==> src/smc_defs.svh <==
`ifndef SMC_DEFS_SVH
`define SMC_DEFS_SVH

// clock figures; the rate is derived from the period
`define SMC_CLK_PERIOD_NS 32'h0000_0005
`define SMC_CLK_HZ (32'h3B9A_CA00 / `SMC_CLK_PERIOD_NS)

// field widths
`define SMC_SPEED_W 21
`define SMC_OFS_W 24
`define SMC_POS_W 32

// offset and target range, and the one 24-bit pattern outside it
`define SMC_OFS_MAX 24'h7F_FFFF
`define SMC_OFS_BAD 24'h80_0000

// starting speed range in steps per second
`define SMC_SPEED_MIN 21'h00_0001
`define SMC_SPEED_MAX 21'h1E_847F

// reset and homing values
`define SMC_POS_RST 32'h0000_0000
`define SMC_HOME_POS 32'h0000_0000
`define SMC_UNTRUSTED_RST 1'b1

// synchronised pin positions
`define SMC_NPIN 4
`define SMC_PIN_CW 0
`define SMC_PIN_CCW 1
`define SMC_PIN_ESTOP 2
`define SMC_PIN_JSTOP 3

`endif

==> src/smc_pkg.sv <==
package smc_pkg;
`include "smc_defs.svh"

typedef logic [`SMC_SPEED_W-1:0] smc_speed_t;

typedef enum logic {SMC_KIND_REL, SMC_KIND_ABS} smc_kind_e;

typedef enum logic [2:0] {ST_IDLE, ST_RUN, ST_STOP, ST_HOLD, ST_PAUSED} smc_state_e;

// speed in steps/s, rates in steps/s per second
typedef struct packed {
   smc_speed_t speed;
   smc_speed_t accel;
   smc_speed_t decel;
} smc_profile_s;

typedef struct packed {
   logic busy;
   logic paused;
   logic position_not_trusted;
   logic cw_fault;
   logic ccw_fault;
} smc_status_s;

endpackage

==> src/smc_step_rate.sv <==
`timescale 1ns/1ps
`include "smc_defs.svh"

// phase accumulator: one tick per step at the given speed
module smc_step_rate
   import smc_pkg::*;
#(
   parameter int unsigned CLK_HZ = `SMC_CLK_HZ
)
(
   // clock and reset
   input wire logic clock,
   input wire logic reset,
   // rate control
   input wire logic enable,
   input smc_speed_t speed,
   // step tick, combinational
   output logic tick
);

   logic [31:0] acc;
   logic [31:0] sum;

   // tick is combinational so the caller can veto it in the same cycle
   assign sum = acc + {11'h000, speed};
   assign tick = enable && (sum >= CLK_HZ);

   // phase restarts from zero whenever stepping is disabled
   always_ff @(posedge clock)
   begin
      if (reset || !enable)
      begin
         acc <= 32'h0000_0000;
      end
      else if (tick)
      begin
         acc <= sum - CLK_HZ;
      end
      else
      begin
         acc <= sum;
      end
   end

endmodule

==> src/smc_move_ctrl.sv <==
`timescale 1ns/1ps
`include "smc_defs.svh"

////////////////////////////////////////////////////////////////////////////////
// Function
// controlled stop decelerates to start speed, stops
// controlled stop keeps position trusted
// immediate stop halts steps, marks position untrusted
// untrusted position refuses absolute moves
// halt request rising edge stops, no restart
// jog stop input edge stops jogs only
// limit activation during move stops immediately
// emergency stop input stops immediately, no restart
// relative offset signed, within 8388607 counts
// relative moves allowed while position untrusted
// pause decelerates, stops, then sets paused flag; pausing a jog stops it to ST_IDLE with no paused flag
// paused move continues or is abandoned
// continue takes new profile, keeps target
// absolute move direction and count from position
// absolute moves only with trusted position
// preset or homing marks position trusted
// jog runs while its bit stays set
// jog may start away from active limit
// jog takes new speed and rates live
// jog speed below start speed is ignored
// jog bit cleared gives controlled stop
// travel-direction limit blocks until fault clear
// moves begin at clamped starting speed
// position counts each step by direction
module smc_move_ctrl
   import smc_pkg::*;
#(
   parameter int unsigned CLK_HZ = `SMC_CLK_HZ
)
(
   // clock and reset
   input wire logic clock,
   input wire logic reset,
   // host move command
   input wire logic move_start,
   input smc_kind_e move_kind,
   input wire logic signed [`SMC_OFS_W-1:0] move_target,
   input smc_profile_s move_profile,
   input wire logic pause_request,
   input wire logic continue_request,
   input wire logic abrupt_halt_request,
   input wire logic clear_faults_cmd,
   input wire logic jog_cw_cmd,
   input wire logic jog_ccw_cmd,
   input wire logic preset_strobe,
   input wire logic signed [`SMC_POS_W-1:0] preset_value,
   input wire logic home_done,
   // configuration
   input smc_speed_t start_speed,
   // pins, active high
   input wire logic limit_cw_in,
   input wire logic limit_ccw_in,
   input wire logic estop_in,
   input wire logic jog_stop_in,
   // motor
   output logic step_pulse,
   output logic step_dir,
   // status
   output logic signed [`SMC_POS_W-1:0] motor_position,
   output smc_speed_t current_speed,
   output smc_status_s status,
   output logic move_refused
);

   smc_state_e state, next_state;
   smc_profile_s prof;
   logic [`SMC_NPIN-1:0] pin_raw, pin_lvl, pin_rise;
   logic halt_q, pause_q, cont_q, jcw_q, jccw_q;
   logic halt_rise, pause_rise, cont_rise, jcw_rise, jccw_rise, req_jog;
   logic moving, next_moving, can_start, imm_stop, lim_stop, dir_limit;
   logic jogging, dir, jog_level, tick, step_now;
   logic untrusted, cw_fault, ccw_fault, paused;
   logic signed [32:0] offs;
   logic [32:0] remaining, offs_mag;
   logic pos_dir, range_bad, refuse_pos, start_pos, start_jog, jog_blocked;
   smc_speed_t start_eff, cur_speed, goal, rate;
   logic [31:0] racc, racc_sum;
   logic [41:0] brake_need;
   logic [54:0] brake_have;
   logic brake;

   ////////////////////////////////////////////////////////////////////////////
   // pin synchronisers: a level change counts once stages two and three agree
   assign pin_raw = {jog_stop_in, estop_in, limit_ccw_in, limit_cw_in};

   for (genvar i = 0; i < `SMC_NPIN; i++)
   begin : g_pin
      logic s1, s2, s3, lvl, lvl_q;
      always_ff @(posedge clock)
      begin
         if (reset)
         begin
            s1 <= 1'b0;
            s2 <= 1'b0;
            s3 <= 1'b0;
            lvl <= 1'b0;
            lvl_q <= 1'b0;
         end
         else
         begin
            s1 <= pin_raw[i];
            s2 <= s1;
            s3 <= s2;
            if (s2 == s3)
            begin
               lvl <= s3;
            end
            lvl_q <= lvl;
         end
      end
      assign pin_lvl[i] = lvl;
      assign pin_rise[i] = lvl && !lvl_q;
   end

   // host bits are on our clock; only their previous value is kept
   always_ff @(posedge clock)
   begin
      if (reset)
      begin
         halt_q <= 1'b0;
         pause_q <= 1'b0;
         cont_q <= 1'b0;
         jcw_q <= 1'b0;
         jccw_q <= 1'b0;
      end
      else
      begin
         halt_q <= abrupt_halt_request;
         pause_q <= pause_request;
         cont_q <= continue_request;
         jcw_q <= jog_cw_cmd;
         jccw_q <= jog_ccw_cmd;
      end
   end

   assign halt_rise = abrupt_halt_request && !halt_q;
   assign pause_rise = pause_request && !pause_q;
   assign cont_rise = continue_request && !cont_q;
   assign jcw_rise = jog_cw_cmd && !jcw_q;
   assign jccw_rise = jog_ccw_cmd && !jccw_q;
   assign req_jog = jcw_rise || jccw_rise;

   ////////////////////////////////////////////////////////////////////////////
   // stop causes and start checks
   assign start_eff = (start_speed < `SMC_SPEED_MIN) ? `SMC_SPEED_MIN :
      (start_speed > `SMC_SPEED_MAX) ? `SMC_SPEED_MAX : start_speed;
   assign moving = (state == ST_RUN) || (state == ST_STOP) || (state == ST_HOLD);
   assign next_moving = (next_state == ST_RUN) || (next_state == ST_STOP) ||
      (next_state == ST_HOLD);
   assign can_start = (state == ST_IDLE) || (state == ST_PAUSED);
   assign dir_limit = dir ? pin_lvl[`SMC_PIN_CW] : pin_lvl[`SMC_PIN_CCW];
   // any new limit edge stops; a held limit only stops travel into it
   assign lim_stop = moving && (pin_rise[`SMC_PIN_CW] || pin_rise[`SMC_PIN_CCW] ||
      dir_limit);
   assign imm_stop = lim_stop || ((moving || state == ST_PAUSED) &&
      (halt_rise || pin_rise[`SMC_PIN_ESTOP]));
   assign jog_level = dir ? jog_cw_cmd : jog_ccw_cmd;

   // absolute offset is target minus position, relative is the target
   assign offs = (move_kind == SMC_KIND_ABS) ?
      ($signed({{9{move_target[`SMC_OFS_W-1]}}, move_target}) -
      $signed({motor_position[`SMC_POS_W-1], motor_position})) :
      $signed({{9{move_target[`SMC_OFS_W-1]}}, move_target});
   assign pos_dir = offs > 0;
   assign offs_mag = offs[32] ? 33'(-offs) : 33'(offs);
   assign range_bad = move_target == `SMC_OFS_BAD;
   assign refuse_pos = range_bad || ((move_kind == SMC_KIND_ABS) && untrusted) ||
      ((offs != 0) && (pos_dir ? (pin_lvl[`SMC_PIN_CW] || cw_fault) :
      (pin_lvl[`SMC_PIN_CCW] || ccw_fault)));
   // untrusted position blocks only absolute moves
   assign start_pos = can_start && !imm_stop && move_start && !refuse_pos &&
      (offs != 0);
   // jog may leave an active limit in the other direction
   assign jog_blocked = jcw_rise ? (pin_lvl[`SMC_PIN_CW] || cw_fault) :
      (pin_lvl[`SMC_PIN_CCW] || ccw_fault);
   assign start_jog = can_start && !imm_stop && !move_start && req_jog && !jog_blocked;

   ////////////////////////////////////////////////////////////////////////////
   // move sequencing
   always_comb
   begin
      next_state = state;
      if (imm_stop)
      begin
         next_state = ST_IDLE;
      end
      else
      begin
         case (state)
            ST_IDLE:
               if (start_pos || start_jog)
               begin
                  next_state = ST_RUN;
               end
            ST_PAUSED:
               if (start_pos || start_jog || cont_rise)
               begin
                  next_state = ST_RUN;
               end
            ST_RUN:
               if (jogging)
               begin
                  if (!jog_level || pin_rise[`SMC_PIN_JSTOP] || pause_rise)
                  begin
                     next_state = ST_STOP;
                  end
               end
               else if (step_now && remaining == 33'h0_0000_0001)
               begin
                  next_state = ST_IDLE;
               end
               else if (pause_rise)
               begin
                  next_state = ST_HOLD;
               end
            ST_STOP, ST_HOLD:
               if (!jogging && step_now && remaining == 33'h0_0000_0001)
               begin
                  next_state = ST_IDLE;
               end
               else if (current_speed <= start_eff)
               begin
                  next_state = (state == ST_HOLD) ? ST_PAUSED : ST_IDLE;
               end
            default:
               next_state = ST_IDLE;
         endcase
      end
   end

   always_ff @(posedge clock)
   begin
      if (reset)
      begin
         state <= ST_IDLE;
      end
      else
      begin
         state <= next_state;
      end
   end

   // move parameters; continue reloads the profile but never the target
   always_ff @(posedge clock)
   begin
      if (reset)
      begin
         jogging <= 1'b0;
         dir <= 1'b0;
         remaining <= 33'h0_0000_0000;
         prof <= '0;
      end
      else if (start_pos)
      begin
         jogging <= 1'b0;
         dir <= pos_dir;
         remaining <= offs_mag;
         prof <= move_profile;
      end
      else if (start_jog)
      begin
         jogging <= 1'b1;
         dir <= jcw_rise;
         remaining <= 33'h0_0000_0000;
         prof <= move_profile;
      end
      else if (state == ST_PAUSED && cont_rise && !imm_stop)
      begin
         prof <= move_profile;
      end
      else
      begin
         if (step_now && !jogging)
         begin
            remaining <= remaining - 33'h0_0000_0001;
         end
         if (state == ST_RUN && jogging)
         begin
            prof.accel <= move_profile.accel;
            prof.decel <= move_profile.decel;
            if (move_profile.speed >= start_eff)
            begin
               prof.speed <= move_profile.speed;
            end
         end
      end
   end

   ////////////////////////////////////////////////////////////////////////////
   // speed ramp; braking distance avoids division by multiplying remaining by twice the decel
   assign brake_need = (current_speed * current_speed) - (start_eff * start_eff);
   assign brake_have = {remaining, 1'b0} * prof.decel;
   assign brake = !jogging && (current_speed > start_eff) &&
      ({13'h0000, brake_need} >= brake_have);
   assign goal = ((state == ST_STOP) || (state == ST_HOLD) || brake ||
      (prof.speed < start_eff)) ? start_eff : prof.speed;
   assign rate = (current_speed < goal) ? prof.accel : prof.decel;
   assign racc_sum = racc + {11'h000, rate};

   always_ff @(posedge clock)
   begin
      if (reset || !next_moving)
      begin
         current_speed <= '0;
         racc <= 32'h0000_0000;
      end
      else if (!moving)
      begin
         current_speed <= start_eff;
         racc <= 32'h0000_0000;
      end
      else if (current_speed == goal)
      begin
         racc <= 32'h0000_0000;
      end
      else if (racc_sum >= CLK_HZ)
      begin
         racc <= racc_sum - CLK_HZ;
         current_speed <= (current_speed < goal) ? current_speed + 1'b1 :
            current_speed - 1'b1;
      end
      else
      begin
         racc <= racc_sum;
      end
   end

   ////////////////////////////////////////////////////////////////////////////
   // step output; an immediate stop vetoes the tick of the same cycle
   smc_step_rate #(.CLK_HZ(CLK_HZ)) u_rate (
      .clock(clock),
      .reset(reset),
      .enable(moving),
      .speed(current_speed),
      .tick(tick)
   );

   assign step_now = tick && moving && !imm_stop &&
      (jogging || remaining != 33'h0_0000_0000);

   always_ff @(posedge clock)
   begin
      if (reset)
      begin
         step_pulse <= 1'b0;
      end
      else
      begin
         step_pulse <= step_now;
      end
   end
   assign step_dir = dir;

   // position count; preset and homing win over a step in the same cycle
   always_ff @(posedge clock)
   begin
      if (reset)
      begin
         motor_position <= `SMC_POS_RST;
      end
      else if (preset_strobe)
      begin
         motor_position <= preset_value;
      end
      else if (home_done)
      begin
         motor_position <= `SMC_HOME_POS;
      end
      else if (step_now)
      begin
         motor_position <= dir ? motor_position + 1'b1 : motor_position - 1'b1;
      end
   end

   // trust flag: set by immediate stop wins over a clear
   always_ff @(posedge clock)
   begin
      if (reset)
      begin
         untrusted <= `SMC_UNTRUSTED_RST;
      end
      else if (imm_stop)
      begin
         untrusted <= 1'b1;
      end
      else if (preset_strobe || home_done)
      begin
         untrusted <= 1'b0;
      end
   end

   // direction faults: only a limit hit in the travel direction latches
   always_ff @(posedge clock)
   begin
      if (reset)
      begin
         cw_fault <= 1'b0;
         ccw_fault <= 1'b0;
      end
      else
      begin
         if (lim_stop && dir && pin_lvl[`SMC_PIN_CW])
         begin
            cw_fault <= 1'b1;
         end
         else if (clear_faults_cmd)
         begin
            cw_fault <= 1'b0;
         end
         if (lim_stop && !dir && pin_lvl[`SMC_PIN_CCW])
         begin
            ccw_fault <= 1'b1;
         end
         else if (clear_faults_cmd)
         begin
            ccw_fault <= 1'b0;
         end
      end
   end

   // paused flag and refusal pulse
   always_ff @(posedge clock)
   begin
      if (reset)
      begin
         paused <= 1'b0;
         move_refused <= 1'b0;
      end
      else
      begin
         paused <= next_state == ST_PAUSED;
         move_refused <= (move_start && !start_pos && !(can_start && offs == 0 &&
            !refuse_pos)) || (req_jog && !move_start && !start_jog);
      end
   end

   assign status = '{busy: moving, paused: paused, position_not_trusted: untrusted,
      cw_fault: cw_fault, ccw_fault: ccw_fault};
endmodule

==> config.mk <==
export PLATFORM = sky130hd
export DESIGN_NAME = smc_move_ctrl
export DESIGN_NICKNAME = d
export VERILOG_FILES = /design/src/smc_pkg.sv /design/src/smc_step_rate.sv /design/src/smc_move_ctrl.sv
export VERILOG_INCLUDE_DIRS = /design/src
export SDC_FILE = /design/constraint.sdc
export NUM_CORES = 2
export LEC_CHECK = 0
export ABC_AREA = 1
export BUFFER_PORTS_ARGS = -buffer_cell sky130_fd_sc_hd__clkbuf_2
export CAP_MARGIN = 5
export CELL_PAD_IN_SITES_DETAIL_PLACEMENT = 1
export CELL_PAD_IN_SITES_GLOBAL_PLACEMENT = 2
export CORE_ASPECT_RATIO = 2
export CORE_MARGIN = 1
export CORE_UTILIZATION = 42
export DETAILED_ROUTE_END_ITERATION = 6
export PLACE_DENSITY = 0.87
export SYNTH_ARGS = -nofsm -noshare
export SYNTH_HDL_FRONTEND = slang
export SYNTH_SLANG_ARGS = --single-unit
==> constraint.sdc <==
create_clock -name clock -period 35 [get_ports clock]
set_clock_uncertainty 0.15 [all_clocks]
set_input_delay 7 -clock clock [delete_from_list [all_inputs] [get_ports clock]]
set_output_delay 7 -clock clock [all_outputs]
set_load 0.02 [all_outputs]
---- Yosys cells after proc, flatten, opt, wreduce, memory -nomap -nowiden ----
Index checks and enable logic that the tools add are counted.
Widths: inputs -> output; s select.
storage, ports and cells
  register bits after elaboration ......... 249
  bits of input ports ..................... 156
  output and inout bits ................... 61
  word-level logic and storage cells ...... 240
cells by class
  $add $sub $neg .......................... 12
  multipliers ............................. 3
  magnitude comparators ................... 11
  equality and inequality tests ........... 18
  mux-type cells .......................... 45
  bitwise operators ....................... 1
  reductions and logical operators ........ 108
operators by type and width
  operator                number
  $mux 63                 4
  $mux 33                 6
  $mux 32                 6
  $mux 21                 9
  $mul 21x21->42          2
  $reduce_bool 33->1      2
  $add 32x21->32          2
  $ge 32x28->1 const B    2
  $sub 32x28->32 const B  2
  $ge 42x55->1            1
  $mul 33x21->54          1
  $logic_and 1x1->1       42
  $lt 21x21->1            2
  $sub 42x42->42          1
  $eq 33x1->1 const B     1
  $gt 33x1->1 const B     1
  $logic_not 33->1        1
  $neg 33->33             1
  $sub 24x32->33          1
  $sub 33x1->33 const B   1
  $add 32x1->32 const B   1
  $sub 32x1->32 const B   1
  $mux 3                  10
  $logic_or 1x1->1        27
  27 further kinds        71

---- Longest topological paths before layout ----
  depth after elaboration ................. 22
  depth in mapped cells ................... 90
  mapped depth without buffers ............ 87

---- Cells and area by module ----
A second synthesis with hierarchy kept.
second synthesis, totals
  cells, all modules ...................... 9887
  area, all modules ....................... 72437.0 µm²
modules (own cells, without submodules)
  module         times used  cells an instance  area each (µm²)  sequential area each (µm²)
  smc_move_ctrl  1           9116               68364.3          4344.2
  smc_step_rate  1           771                4072.7           640.6

---- Worst setup path before layout ----
No wires, ideal clock.
  path type ............................... input to register
  start point ............................. in start_speed[18]
  end point ............................... reg racc[14]
  library setup time ...................... 112 ps
  arrival time ............................ 20820 ps
  data required time ...................... 34738 ps
  path slack .............................. 13918 ps
  stages .................................. 82
  buffers on the path ..................... 7
  cell sequence ........................... clkbuf_1 > nand2_1 > nor2_1 > nand4_1 > nand2_1 > clkbuf_1 > nor2_1 > inv_1 > clkbuf_1 > nor2_1 > fa_1 > fa_1 > fa_1 > inv_1 > fa_1 > inv_1 > fa_1 > fa_1 > [46 not listed] > nand2_2 > nand2_1 > nand2_1 > a21oi_2 > xor2_1 > nand3_2 > nor2_2 > nor2_1 > nand2_1 > nand2_2 > nand2_2 > nand2_2 > buf_6 > buf_12 > o21ai_1 > o21ai_2 > inv_2 > nor2_1
on the way
  cells in the longest elaborated chain, start to end .. 15
  elaborated cells on any way between the ends .. 34
  classes of those cells .................. add/sub: 3; mul: 1; order compare: 8; eq/ne: 4; mux: 9; reduce/logical: 9
ends and longest elaborated chain
  element                                                line                                        text
  from (decl)                                            smc_move_ctrl.sv:54                         input smc_speed_t start_speed,
  $gt 21x21->1 (no source line)                          --
  $mux 21                                                smc_move_ctrl.sv:151                        (start_speed > `SMC_SPEED_MAX) ? `SMC_SPEED_MAX : start_speed;
  $mux 21 *                                              smc_move_ctrl.sv:150                        assign start_eff = (start_speed < `SMC_SPEED_MIN) ? `SMC_SPEED_MIN :
  $mul 21x21->42                                         smc_move_ctrl.sv:296                        assign brake_need = (current_speed * current_speed) - (start_eff * start_eff);
  $sub 42x42->42                                         smc_move_ctrl.sv:296
  $ge 42x55->1                                           smc_move_ctrl.sv:299                        ({13'h0000, brake_need} >= brake_have);
  $logic_and 1x1->1                                      smc_move_ctrl.sv:298                        assign brake = !jogging && (current_speed > start_eff) &&
  $logic_or 1x1->1 (2 in a row)                          smc_move_ctrl.sv:300                        assign goal = ((state == ST_STOP) || (state == ST_HOLD) || brake ||
  $mux 21                                                smc_move_ctrl.sv:301                        (prof.speed < start_eff)) ? start_eff : prof.speed;
  $lt 21x21->1                                           smc_move_ctrl.sv:302                        assign rate = (current_speed < goal) ? prof.accel : prof.decel;
  $mux 21                                                smc_move_ctrl.sv:302
  $add 32x21->32                                         smc_move_ctrl.sv:303                        assign racc_sum = racc + {11'h000, rate};
  $sub 32x28->32 / $ge 32x28->1 (equally long branches)  smc_move_ctrl.sv:323, smc_move_ctrl.sv:321
  $mux 32                                                smc_move_ctrl.sv:321                        else if (racc_sum >= CLK_HZ)
  to (signal assigned)                                   smc_move_ctrl.sv:323                        racc <= racc_sum - CLK_HZ;
  to (signal assigned)                                   smc_move_ctrl.sv:329                        racc <= racc_sum;
  to (decl)                                              smc_move_ctrl.sv:82                         logic [31:0] racc, racc_sum;
Mark *: on every way between the ends. The rest lies on a longest branch, timed or not.
A chain may end at the register's enable or synchronous reset.

---- Worst setup path in the final report ----
  start point ............................. in start_speed[18]
  end point ............................... reg current_speed[3]
on the way
  cells in the longest elaborated chain, start to end .. 16
  elaborated cells on any way between the ends .. 38
  classes of those cells .................. add/sub: 2; mul: 1; order compare: 8; eq/ne: 6; mux: 12; reduce/logical: 9
ends and longest elaborated chain
  element                            line                                        text
  $gt 21x21->1 (no source line)      --
  $mux 21                            smc_move_ctrl.sv:151
  $mux 21 *                          smc_move_ctrl.sv:150
  $mul 21x21->42                     smc_move_ctrl.sv:296
  $sub 42x42->42                     smc_move_ctrl.sv:296
  $ge 42x55->1                       smc_move_ctrl.sv:299
  $logic_and 1x1->1                  smc_move_ctrl.sv:298
  $logic_or 1x1->1 (2 in a row)      smc_move_ctrl.sv:300
  $mux 21                            smc_move_ctrl.sv:301
  $lt 21x21->1                       smc_move_ctrl.sv:302, smc_move_ctrl.sv:324
  $mux 21                            smc_move_ctrl.sv:302
  $add 32x21->32                     smc_move_ctrl.sv:303
  $ge 32x28->1                       smc_move_ctrl.sv:321
  $ne 2x1->1 (no source line)        --
  $reduce_and 2->1 (no source line)  --
  to (signal assigned)               smc_move_ctrl.sv:314                        current_speed <= start_eff;
  to (signal assigned)               smc_move_ctrl.sv:324                        current_speed <= (current_speed < goal) ? current_speed + 1'b1 :
  to (decl)                          smc_move_ctrl.sv:65                         output smc_speed_t current_speed,
Mark *: on every way between the ends. The rest lies on a longest branch, timed or not. The select of a mux whose other input is x is not followed.

==> metrics.txt <==
most used cell, CP nand2_1; min Tclk post-route 25.62 ns; Die Area 174000 µm²; startpoint types input port; asr flop ratio synth 0%; Slew @ Worst Pin 1.30 ns; Netlist cell types 77; area delta synth->final 6.27%; row count 214; final hold vios 0; setup TNS 0 ns; Routed WL 276000 µm; PostCTS Resize Cnt 0; fmax 39.0 MHz; Clock transition at path regs 0.06 ns; fill count 21700; Final Max Slew Viols 0; Mapped Area 72200 µm²; Cells after Synth 9756; clock latency at the later pin of the worst-skew pair 0.59 ns; number of global-route vias before repair 73800; Arr. time, crit path 25.93 ns; RSZ-0062 raised after global routing false; CTS max path bufs 3; Antenna Nets Post-Route 0; max cap viols 0; share of cells above drive strength 1 5.47%; Core Region 170000 µm²; Hold WC Path Type reg2reg; crit-path max cell delay 0.75 ns; Num Clock Sinks 249; nets 11900; period utilization 73.2%; final-report setup violation count 0; Port Buf Inserts 216; type of the worst setup path in2reg; number of remaining DRC errors 0; CP required 35.30 ns; slowest stage cell, crit path nand2_1; GRT Util Overall 32.5%; Via-to-Cell Ratio 5.33; synthesized area per cell 7.40 µm²; post-DR wirelength/cell 22.9 µm; ys flop type dfxtp_1; commonest non-fill, non-tap cell in the layout inv_1; global-route wire length before repair 424000 µm; I/O pin count 217; EDFF count, synth 0; H-tree depth 2; GPL Wtd Cong 0.960; initial antenna violation count 5; initial core utilization 42.4%; Num CTS Buffers 36; part of the Yosys area used for sequential elements 6.91%; via count 64300; CP max FO 43; CTS tree built; most frequent cells in the layout inv_1, nand2_1, fa_1; 1st-iter DRT viols 2551; status complete, no violations; Rel. slew slack 10.9%; Clk Tree Root Cell clkbuf_16; Horiz. Die Dim 295 µm; syn nets 11900; dpl hpwl 233000 µm; post-CTS setup repair buffer count 0; 1st-pass router iterations 7; top cell family by delay on the critical path simple AND/OR/NAND/NOR gates; largest net degree at the start of global routing 107; Buffers & Inverters on Critical Path 19; Ys Warns 0; Worst Setup End Kind flop; Synth Register Bits 249; die height 588 µm; hold buffer count at cts 0; global route overflow 0
layout make-up:
type	instances	area [µm²]	area share [%]
Clock buffer	53	1070	1.40
Clock inverter	12	195	0.254
Antenna cell	4	10.0	0.0130
Inverter	2517	9450	12.3
Sequential cell	249	4990	6.51
Tap cell	2268	2840	3.70
Multi-Input combinational cell	6629	56200	73.2
Timing Repair Buffer	334	1970	2.56
worst min-delay path: stages (launching register included):
cell	delay, ns
dfxtp_1	0.29
inv_1	0.04
nor2_1	0.03
cells in the mapped netlist (all sizes together), types with 16 or more instances:
library cell / instances / area (µm²)
ha: 667 / 8350
nor3: 64 / 335
dfxtp: 249 / 4980
nand4: 90 / 563
nor2: 658 / 2520
o21bai: 19 / 143
nand3b: 20 / 163
xor2: 154 / 1380
a21o: 24 / 181
nor4: 38 / 265
xnor2: 80 / 708
o21ai: 319 / 1630
mux2: 20 / 225
buf: 77 / 510
inv: 2509 / 9420
nand2: 2218 / 8390
or2: 24 / 150
nand3: 322 / 1680
fa: 1301 / 26000
o211ai: 16 / 120
a21oi: 452 / 2280
clkbuf: 284 / 1070
a31oi: 43 / 275
through the flow:
step	instances	utilization [%]	hold WS, ns	instance area [µm²]	setup WS (ns)
floorplan	9756	-	0.238	72200	13.92
global placement	12000	44.3	0.244	75400	9.48
detailed placement	12000	44.3	0.247	75400	9.06
CTS	12100	45.0	0.254	76700	9.58
global route	12100	45.0	0.271	76700	8.28
finish	12100	45.0	0.253	76700	9.38
metal layers:
layer / vias to the layer above / track usage [%] / wire, µm
met4: 2 / 23.6 / 24600
met3: 848 / 3.10 / 8770
li1: 29100 / - / -
met5: - / 0 / 13
met1: 32800 / 31.5 / 92300
met2: 1545 / 62.7 / 151000
cell families after synthesis:
group | count (synthesis) | share of synthesized area, %
multiplexers | 20 | 0.312
AND/OR/NAND/NOR | 3448 | 19.6
flip-flops | 249 | 6.91
buffers and inverters | 2878 | 15.3
adder cells (fa/ha/maj) | 1968 | 47.6
AO/OA/AOI/OAI | 959 | 7.34
XOR/XNOR | 234 | 2.90
flip-flops by register name (all words and copies together), names as in the netlist, 21 cells and up:
signal,flops
motor_position,32
racc,32
current_speed,21
u_rate.acc,32
remaining,33
prof,63
path summary, 6_finish.rpt:
path,from,endpoint,slack [ns],cells after the start
max,start_speed[18],current_speed[3],9.38,81
min,g_pin[0].s1,g_pin[0].s2,0.25,2
max reg2reg,current_speed[2],current_speed[3],16.96,73
min reg2reg,g_pin[0].s1,g_pin[0].s2,0.25,2
Power is left out: the tool's default activity adds up to more than one toggle a clock period on the data nets, which glitch-free logic cannot reach.
